<file path="config.mk">
export PLATFORM = sky130hd
export DESIGN_NAME = srs_top
export DESIGN_NICKNAME = d
export VERILOG_FILES = /design/src/pkg/srs_pkg.sv /design/src/core/srs_top.sv
export SDC_FILE = /design/constraint.sdc
export NUM_CORES = 1
export LEC_CHECK = 0
export BUFFER_PORTS_ARGS = -buffer_cell sky130_fd_sc_hd__buf_2
export CAP_MARGIN = 25
export CORE_MARGIN = 8
export CORE_UTILIZATION = 42
export CTS_CLUSTER_SIZE = 16
export DETAILED_ROUTE_END_ITERATION = 6
export PLACE_DENSITY = 0.68
export SETUP_SLACK_MARGIN = 0.15
export SYNTH_ARGS = -nofsm -noshare
export SYNTH_HDL_FRONTEND = slang
export SYNTH_SLANG_ARGS = --single-unit
</file>
<file path="constraint.sdc">
create_clock -name mclk -period 2.15 [get_ports mclk]
set_input_delay 0.1075 -clock mclk [delete_from_list [all_inputs] [get_ports mclk]]
set_output_delay 0.1075 -clock mclk [all_outputs]
set_load 0.05 [all_outputs]
</file>
<file path="src/pkg/srs_pkg.sv">
package srs_pkg;

  // ************************************************
  // timing
  // ************************************************
  localparam int CLK_PERIOD_NS = 10;
  localparam int T_RST_MIN_NS = 400;
  localparam int T_BOD_MIN_NS = 2000;
  localparam int HYST_MV = 70;
  localparam int RST_FILT_CYC = (T_RST_MIN_NS + CLK_PERIOD_NS - 1) / CLK_PERIOD_NS;
  localparam int BOD_FILT_CYC = (T_BOD_MIN_NS + CLK_PERIOD_NS - 1) / CLK_PERIOD_NS;
  localparam int FILT_W = $clog2(BOD_FILT_CYC + 1);
  localparam logic [FILT_W-1:0] RST_FILT = FILT_W'(RST_FILT_CYC);
  localparam logic [FILT_W-1:0] BOD_FILT = FILT_W'(BOD_FILT_CYC);
  // edges after block reset before the synchronised pins and fuses are trusted
  localparam logic [1:0] BOOT_DONE = 2'h3;

  // ************************************************
  // register map and fields
  // ************************************************
  localparam int ADDR_W = 8;
  localparam int NUM_SRC = 5;
  localparam logic [ADDR_W-1:0] REG_CAUSE = 8'h00;
  localparam logic [ADDR_W-1:0] REG_IRQ_ST = 8'h04;
  localparam logic [ADDR_W-1:0] REG_IRQ_MASK = 8'h08;
  localparam logic [ADDR_W-1:0] REG_STATE = 8'h0c;
  localparam int SRC_POR = 0;
  localparam int SRC_EXT = 1;
  localparam int SRC_BOD = 2;
  localparam int SRC_WDT = 3;
  localparam int SRC_SCAN = 4;
  localparam int ST_RST_BIT = 5;
  localparam int ST_BODEN_BIT = 6;
  localparam int ST_BODLOW_BIT = 7;
  localparam logic [NUM_SRC-1:0] CAUSE_POR_ONLY = 5'h01;
  localparam logic [2:0] BOD_OFF_CODE = 3'h7;
  localparam logic [1:0] RESP_OKAY = 2'h0;
  localparam logic [1:0] RESP_SLVERR = 2'h2;

  // ************************************************
  // carriers
  // ************************************************
  typedef struct packed {
    logic por_below;
    logic reset_pin_n;
    logic wdt_expire;
    logic wdt_enable;
    logic bod_below_hi;
    logic bod_below_lo;
    logic scan_reset;
  } srs_src_t;

  typedef struct packed {
    logic [2:0] brownout_level_fuse;
    logic [1:0] startup_time_fuse;
    logic [3:0] clock_select_fuse;
  } srs_fuse_t;

  typedef struct packed {
    srs_src_t src;
    srs_fuse_t fuse;
  } srs_pins_t;

  typedef struct packed {
    logic [ADDR_W-1:0] awaddr;
    logic awvalid;
    logic [31:0] wdata;
    logic [3:0] wstrb;
    logic wvalid;
    logic bready;
    logic [ADDR_W-1:0] araddr;
    logic arvalid;
    logic rready;
  } srs_axi_req_t;

  typedef struct packed {
    logic awready;
    logic wready;
    logic [1:0] bresp;
    logic bvalid;
    logic arready;
    logic [31:0] rdata;
    logic [1:0] rresp;
    logic rvalid;
  } srs_axi_rsp_t;

endpackage : srs_pkg

</file>
<file path="src/core/srs_top.sv">
// Implementation choices: the register offsets and the AXI4-Lite interface to the registers.
`timescale 1ns/1ps
`default_nettype none

module srs_top
  import srs_pkg::*;
#(
  parameter int DLY0 = 16,
  parameter int DLY1 = 256,
  parameter int DLY2 = 1024,
  parameter int DLY3 = 4096,
  parameter int CNT_W = 14
) (
  input wire logic mclk,
  input wire logic rstn,
  input wire srs_axi_req_t axi_req,
  output srs_axi_rsp_t axi_rsp,
  input wire srs_pins_t pins,
  output logic cpu_reset_n,
  output logic io_reset_n,
  output logic vector_start,
  output logic irq
);

  // ************************************************
  // elaboration checks
  // ************************************************
  // the clock-select fuse may double the longest delay, so it must fit
  if (2 * DLY3 >= 2 ** CNT_W || DLY0 < 1 || DLY1 < 1 || DLY2 < 1) begin : g_chk
    $error("srs_top: delay parameters do not fit the counter");
  end

  // ************************************************
  // state
  // ************************************************
  typedef struct packed {
    srs_pins_t sync1;
    srs_pins_t sync2;
    logic [1:0] boot;
    logic wdt_prev;
    logic wdt_pulse;
    logic [FILT_W-1:0] ext_cnt;
    logic ext_act;
    logic bod_low;
    logic [FILT_W-1:0] bod_cnt;
    logic bod_act;
    logic [NUM_SRC-1:0] src_prev;
    logic [CNT_W-1:0] dly_cnt;
    logic cpu_rst_n;
    logic vec_start;
    logic [NUM_SRC-1:0] cause;
    logic [NUM_SRC-1:0] irq_st;
    logic [NUM_SRC-1:0] irq_mask;
    logic irq;
    logic awready;
    logic wready;
    logic aw_have;
    logic w_have;
    logic [ADDR_W-1:0] awaddr;
    logic [31:0] wdata;
    logic [3:0] wstrb;
    logic bvalid;
    logic [1:0] bresp;
    logic arready;
    logic rvalid;
    logic [31:0] rdata;
    logic [1:0] rresp;
  } srs_st_t;

  // all zero: internal reset held, bus idle, flags clear
  localparam srs_st_t ST_RST = '0;

  srs_st_t st_q;
  srs_st_t st_d;
  srs_pins_t p;
  logic [NUM_SRC-1:0] cur;
  logic [NUM_SRC-1:0] ev;
  logic [NUM_SRC-1:0] keep;
  logic [NUM_SRC-1:0] rd_clr;
  logic [CNT_W-1:0] dly_sel;
  logic req;
  logic boot_hold;
  logic bod_en;
  logic io_async;
  logic io_rst_n_q;

  // ************************************************
  // functions
  // ************************************************
  // stretch length from the start-up and clock-select fuses
  function automatic logic [CNT_W-1:0] dly_cycles(input srs_fuse_t f);
    logic [CNT_W-1:0] base;
    case (f.startup_time_fuse)
      2'h0: base = CNT_W'(DLY0);
      2'h1: base = CNT_W'(DLY1);
      2'h2: base = CNT_W'(DLY2);
      default: base = CNT_W'(DLY3);
    endcase
    // slow clock sources get twice the settling time
    if (f.clock_select_fuse[0]) begin
      base = CNT_W'({base, 1'b0});
    end
    return base;
  endfunction : dly_cycles

  function automatic logic is_mapped(input logic [ADDR_W-1:0] a);
    return (a == REG_CAUSE) || (a == REG_IRQ_ST) || (a == REG_IRQ_MASK) ||
           (a == REG_STATE);
  endfunction : is_mapped

  // ************************************************
  // next state
  // ************************************************
  always_comb begin
    st_d = st_q;
    keep = '1;
    rd_clr = '0;
    cur = '0;
    // two flops on every pin, fuses included
    st_d.sync1 = pins;
    st_d.sync2 = st_q.sync1;
    p = st_q.sync2;
    dly_sel = dly_cycles(p.fuse);

    // the sync stage holds zeros just after block reset, so the fuses are not
    // valid yet; keep reloading until they are, then stretch as for any source
    boot_hold = (st_q.boot != BOOT_DONE);
    if (boot_hold) begin
      st_d.boot = st_q.boot + 1'b1;
    end

    // watchdog: rising expiry while enabled gives one pulse
    st_d.wdt_prev = p.src.wdt_expire;
    st_d.wdt_pulse = p.src.wdt_expire & ~st_q.wdt_prev & p.src.wdt_enable;

    // pin filter: short lows never reach the request
    if (!p.src.reset_pin_n) begin
      if (st_q.ext_cnt != RST_FILT) begin
        st_d.ext_cnt = st_q.ext_cnt + 1'b1;
      end
    end else begin
      st_d.ext_cnt = '0;
    end
    st_d.ext_act = (st_d.ext_cnt == RST_FILT);

    // brown-out: two comparators give the hysteresis band
    bod_en = (p.fuse.brownout_level_fuse != BOD_OFF_CODE);
    if (st_q.bod_low) begin
      st_d.bod_low = bod_en & p.src.bod_below_hi;
    end else begin
      st_d.bod_low = bod_en & p.src.bod_below_lo;
    end
    if (st_d.bod_low) begin
      if (st_q.bod_cnt != BOD_FILT) begin
        st_d.bod_cnt = st_q.bod_cnt + 1'b1;
      end
    end else begin
      st_d.bod_cnt = '0;
    end
    st_d.bod_act = st_d.bod_low & (st_d.bod_cnt == BOD_FILT);

    // the five sources and their combined request
    cur[SRC_POR] = p.src.por_below;
    cur[SRC_EXT] = st_q.ext_act;
    cur[SRC_BOD] = st_q.bod_act;
    cur[SRC_WDT] = st_q.wdt_pulse;
    cur[SRC_SCAN] = p.src.scan_reset;
    req = |cur;
    st_d.src_prev = cur;
    ev = cur & ~st_q.src_prev;

    // delay counter: reloads while any source is active
    if (req || boot_hold) begin
      st_d.dly_cnt = dly_sel;
    end else if (st_q.dly_cnt != '0) begin
      st_d.dly_cnt = st_q.dly_cnt - 1'b1;
    end
    st_d.cpu_rst_n = ~(req | boot_hold | (st_d.dly_cnt != '0));
    st_d.vec_start = ~st_q.cpu_rst_n & st_d.cpu_rst_n;

    // bus write channels, taken in either order
    if (axi_req.awvalid && st_q.awready) begin
      st_d.aw_have = 1'b1;
      st_d.awaddr = axi_req.awaddr;
    end
    if (axi_req.wvalid && st_q.wready) begin
      st_d.w_have = 1'b1;
      st_d.wdata = axi_req.wdata;
      st_d.wstrb = axi_req.wstrb;
    end
    if (st_q.aw_have && st_q.w_have && !st_q.bvalid) begin
      st_d.aw_have = 1'b0;
      st_d.w_have = 1'b0;
      st_d.bvalid = 1'b1;
      st_d.bresp = is_mapped(st_q.awaddr) ? RESP_OKAY : RESP_SLVERR;
      if (st_q.wstrb[0]) begin
        case (st_q.awaddr)
          // writing zero clears a flag, writing one leaves it
          REG_CAUSE: keep = st_q.wdata[NUM_SRC-1:0];
          REG_IRQ_MASK: st_d.irq_mask = st_q.wdata[NUM_SRC-1:0];
          default: keep = '1;
        endcase
      end
    end
    if (st_q.bvalid && axi_req.bready) begin
      st_d.bvalid = 1'b0;
    end
    // one write at a time: both readies drop until the answer is taken
    st_d.awready = ~st_d.aw_have & ~st_d.bvalid;
    st_d.wready = ~st_d.w_have & ~st_d.bvalid;

    // bus read: data one cycle after the address is taken
    if (axi_req.arvalid && st_q.arready) begin
      st_d.rvalid = 1'b1;
      st_d.rresp = is_mapped(axi_req.araddr) ? RESP_OKAY : RESP_SLVERR;
      st_d.rdata = '0;
      case (axi_req.araddr)
        REG_CAUSE: st_d.rdata[NUM_SRC-1:0] = st_q.cause;
        REG_IRQ_ST: begin
          st_d.rdata[NUM_SRC-1:0] = st_q.irq_st;
          rd_clr = '1;
        end
        REG_IRQ_MASK: st_d.rdata[NUM_SRC-1:0] = st_q.irq_mask;
        REG_STATE: begin
          st_d.rdata[NUM_SRC-1:0] = cur;
          st_d.rdata[ST_RST_BIT] = ~st_q.cpu_rst_n;
          st_d.rdata[ST_BODEN_BIT] = bod_en;
          st_d.rdata[ST_BODLOW_BIT] = st_q.bod_low;
        end
        default: st_d.rdata = '0;
      endcase
    end
    if (st_q.rvalid && axi_req.rready) begin
      st_d.rvalid = 1'b0;
    end
    st_d.arready = ~st_d.rvalid;

    // cause flags: power-on wipes the rest, new causes beat a clear
    if (cur[SRC_POR]) begin
      st_d.cause = CAUSE_POR_ONLY;
    end else begin
      st_d.cause = (st_q.cause & keep) | cur;
    end

    // interrupt: events are sticky, a read clears, an event wins
    st_d.irq_st = (st_q.irq_st & ~rd_clr) | ev;
    st_d.irq = |(st_d.irq_st & st_d.irq_mask);

    if (!rstn) begin
      st_d = ST_RST;
    end
  end

  // ************************************************
  // registers
  // ************************************************
  always_ff @(posedge mclk) begin
    st_q <= st_d;
  end

  // port reset path: raw pin, supply and scan levels act with no clock;
  // brown-out stays on the filtered path so short dips cannot reach ports
  assign io_async = ~pins.src.reset_pin_n | pins.src.por_below | pins.src.scan_reset;

  always_ff @(posedge mclk or posedge io_async) begin
    if (io_async) begin
      io_rst_n_q <= 1'b0;
    end else begin
      io_rst_n_q <= rstn & st_d.cpu_rst_n;
    end
  end

  // ************************************************
  // outputs
  // ************************************************
  assign cpu_reset_n = st_q.cpu_rst_n;
  assign io_reset_n = io_rst_n_q;
  assign vector_start = st_q.vec_start;
  assign irq = st_q.irq;
  assign axi_rsp.awready = st_q.awready;
  assign axi_rsp.wready = st_q.wready;
  assign axi_rsp.bresp = st_q.bresp;
  assign axi_rsp.bvalid = st_q.bvalid;
  assign axi_rsp.arready = st_q.arready;
  assign axi_rsp.rdata = st_q.rdata;
  assign axi_rsp.rresp = st_q.rresp;
  assign axi_rsp.rvalid = st_q.rvalid;
endmodule : srs_top

`default_nettype wire

</file>
Yosys cells after proc, flatten, opt, wreduce, memory -nomap -nowiden --
Index checks and enable logic that the tools add are counted.
Cells by class: reductions and logical operators 23, muxes and demuxes 32, eq/ne operators 14, bitwise gates (word level) 30, add/subtract/negate cells 4
Operator list (number):
- two-way mux 105 bit | 1
- two-way mux 5 bit | 9
- two-way mux 14 bit | 3
- two-way mux 8 bit | 5
- case mux 13 bit (3 select lines) | 1
- two-way mux 36 bit | 1
- two-way mux 35 bit | 1
- == test 8 x 4 -> 1 bit (second input constant) | 4
- nonzero test 14 bit | 2
- bitwise AND 5 bit | 4
- case mux 5 bit (4 select lines) | 1
- adder 8 x 1 -> 8 bit (second input constant) | 2
- == test 8 x 3 -> 1 bit (second input constant) | 2
- zero test 8 bit | 2
- subtractor 14 x 1 -> 14 bit (second input constant) | 1
- inverter 5 bit | 2
- OR 5 bit | 2
- OR reduction 5 bit | 2
- bitwise AND 1 bit | 9
- inverter 1 bit | 9
- == test 8 x 6 -> 1 bit (second input constant) | 1
- == test 8 bit (second input constant) | 1
- inequality test 8 x 6 -> 1 bit (second input constant) | 1
- inequality test 8 bit (second input constant) | 1
- 14 further kinds | 36
Storage, ports and cells: register bits 150, input port bits 75, output and inout bits 45

Depth between registers and ports, before layout --
word-level depth 11, mapped depth 9, gate-level depth less buffers 8

Least setup slack after synthesis --
OpenSTA, ideal clock, no wires.
path type register -> register, start point register st_q[105] in the netlist's numbering, end point register io_rst_n_q, in the netlist io_reset_n, arrival time 2.184 ns, clock period less this slack 2.288 ns, setup slack -0.138 ns, buffers on the path 1, stages on the path, launching flop included 10, cells stage by stage dfxtp_1 > inv_1 > ha_1 > or3b_1 > buf_2 > a2111oi_0 > xor2_1 > a21oi_1 > o21ai_0 > nor4_2
RTL lines:
- start, declared | line srs_top.sv:73 | srs_st_t st_q;
- start signal, assigned | line srs_top.sv:258 | st_q <= st_d;
- end signal, assigned | line srs_top.sv:269 | io_rst_n_q <= rstn & st_d.cpu_rst_n;
- end, declared | line srs_top.sv:85 | logic io_rst_n_q;

==> flow_summary.ini <==
[setup_path]
path_class = register to register
required_ns = 2.46
endpoint_kind = register
crit_arrival_ns = 2.52
start_kind = register
critPathMaxFanout = 5

[clock_network]
clk_path_buf_depth = 2
clk_pin_slew_worst_paths_ns = 0.05
numCtsBuffers = 17
numClockSinks = 118
clkLatencyLatePin_ns = 0.41
root_buffer = clkbuf_16
cts_tree = yes
cts.htree.levels = 4

[timing]
fmax_ghz = 0.453
grt_setup_unrepaired = yes
fin_crit_ns = 2.21
clock_skew_ns = 0.00523
period_share_pct = 103
worst_slack_ns = -0.0573
whs_ns = 0.0222
report.final.slew_viol_count = 0
hold_viol = 0
setup_viol = 4

[synth]
async_reset_ff_share_pct = 0.847
synth_edf_count = 0
synth_warnings = 0
seq_area_frac_synth_pct = 47.0
ys_ff_latch = 118
yosysUniqueCellTypes = 60
syn_area_sq_um = 5030
synthCells = 543
ys.flop_type = dfxtp_1
syn_area_per_cell_sq_um = 9.27

[floorplanning]
die_y_microns = 125
coreArea_sq_um = 11900
fp.dieW_microns = 125
rows = 40
dieArea_sq_um = 15700
io_pins = 120
initial_core_util_pct = 42.4

[global_route]
grt_pass1_vias = 4140
grt_overflow = 0
grt_pass1_wl_microns = 19000
track_usage_pct = 14.8
grt_max_degree = 40
antenna_found_initial = 0

[drt]
dr_total_vias = 4143
drt_drc_violations_left = 0
routed_wl_microns = 11700
antenna_left = 0
viasPerCell = 5.06
dr.pass1.iters = 4
routedWlPerCell_microns = 14.3
dr.first_iter.drc_count = 264

[final_layout]
layout_commonest_cell = dfxtp_1
final_cell_mix = 113 x dfxtp_1, 62 x nor2_1, 60 x buf_2, 44 x nand2_1, 40 x buf_4
drive_gt1_share_pct = 26.8
area_growth_pct = 32.1
diodes = 0
nets = 739

[placed_design]
dp_slack_ns = -0.199
port_buffers = 60
dpl.hpwl_microns = 8150
globalplace.congestion = 0.878

[power_and_ir_drop]
ir_worst_vdd_v = 0.000478
power_mw = 6.10
p_leak_nw = 2.85
power.density_nw_per_um2 = 918

[worst_hold_path]
hold_path.class = primary input to register

[flow_run]
drv_cap = 0

[status]
violations = setup timing
outcome = finished with violations
-- layout make-up --
type	count	area, sq um
fill	996	5210
timing repair buffer	131	913
tap	147	184
sequential	118	2370
inverter	14	52.6
multi-input combinational	376	2480
clock buffer	22	474
clock inverter	10	170
-- Yosys cell counts (3+ instances only) --
master / number / area, sq um
a211oi_1: 3 / 22.5
a21oi_1: 33 / 165
a22oi_1: 5 / 37.5
a2bb2oi_1: 4 / 35.0
a31oi_1: 3 / 18.8
and2_1: 32 / 200
and3_1: 8 / 50.1
buf_1: 5 / 18.8
buf_2: 3 / 15.0
buf_4: 41 / 308
clkbuf_1: 11 / 41.3
dfxtp_1: 117 / 2340
ha_1: 6 / 75.1
inv_1: 14 / 52.6
mux2i_1: 11 / 110
mux4_2: 5 / 113
nand2_1: 45 / 169
nand3_1: 17 / 85.1
nand3b_1: 3 / 22.5
nand4_1: 7 / 43.8
nor2_1: 62 / 233
nor2b_1: 4 / 25.0
nor3_1: 11 / 55.1
nor3b_1: 5 / 37.5
nor4_1: 6 / 37.5
nor4_2: 3 / 37.5
nor4b_1: 4 / 35.0
o21ai_0: 15 / 75.1
o22ai_1: 3 / 18.8
or3_1: 3 / 18.8
or4_4: 3 / 33.8
xnor2_1: 9 / 78.8
xor2_1: 11 / 96.3
-- per-layer routing --
layer	global-route usage (%)	wire (microns)	vias to the layer above
li1	-	-	2048
met1	16.7	5050	1932
met2	24.1	5510	141
met3	5.78	833	22
met4	7.38	296	0
met5	0	0	-
-- logic make-up (layout without fill, tap and decap cells) --
group                      count (synthesis)  in the layout  share of synthesized area [%]
and+or+nand+nor                          232            232                           25.6
DFF                                      118            118                           47.0
AOI/OAI and AO/OA                         75             75                           8.98
buffers and inverters                     74            177                           8.65
xor gates and xnor gates                  20             20                           3.48
muxes                                     17             17                           4.65
adders and majority gates                  6              6                           1.49
other                                      1             26                         0.0745
-- worst paths after layout --
check / start / end / slack [ns] / depth (start not counted)
max: st_q[108]$_SDFF_PN0_ / io_reset_n$_DFF_PP0_ / -0.06 / 6
min: axi_req[1] / axi_rsp[2]$_SDFFE_PN0P_ / 0.02 / 3
max reg2reg: st_q[108]$_SDFF_PN0_ / io_reset_n$_DFF_PP0_ / -0.06 / 6
min reg2reg: p[14]$_SDFF_PN0_ / cur[1]$_SDFF_PN0_ / 0.41 / 1
max in group asynchronous: pins[15] / io_reset_n$_DFF_PP0_ / 1.14 / 4
min in group asynchronous: pins[14] / io_reset_n$_DFF_PP0_ / 0.86 / 4
-- worst max-delay path: stages, from the launching register on --
cell     delay [ns]
dfxtp_2        0.35
or4_4          0.54
or4_4          0.45
and3_4         0.21
nor3_4         0.16
nand2_2        0.10
nor4_4         0.29
-- state kept, by name (all words and copies together), names as in the netlist --
name,flops
st_q,83
p,11
cur,5
vector_start,1
irq,1
io_reset_n,1
axi_rsp,15
cpu_reset_n,1
-- power by group --
group | internal [mW] | leakage, nW | switching (mW) | total [mW]
clock | 2.04 | 0.307 | 0.984 | 3.02
sequential | 2.27 | 0.970 | 0.0550 | 2.32
combinational | 0.322 | 1.57 | 0.438 | 0.760
total | 4.63 | 2.85 | 1.48 | 6.10
-- metrics by stage --
step	utilization, %	setup TNS [ns]	cells	instance area, sq um
floorplan	-	-0.00145	568	5180
global placement	46.9	-0.245	753	5560
detailed placement	46.9	-0.515	753	5560
CTS	55.3	-0.107	817	6560
global route	56.1	-0.485	818	6650
finish	56.1	-0.167	818	6650
-- timing repair --
item / 4_1_cts / 5_1_grt
pin swaps: 7 / 7
buffers inserted: 3 / 1
hold endpoints to repair: 29 / 0
setup endpoints to repair: 5 / 12
hold buffers: 29 / 0
resized for setup: 11 / 16
(Power assumes the default switching activity.)
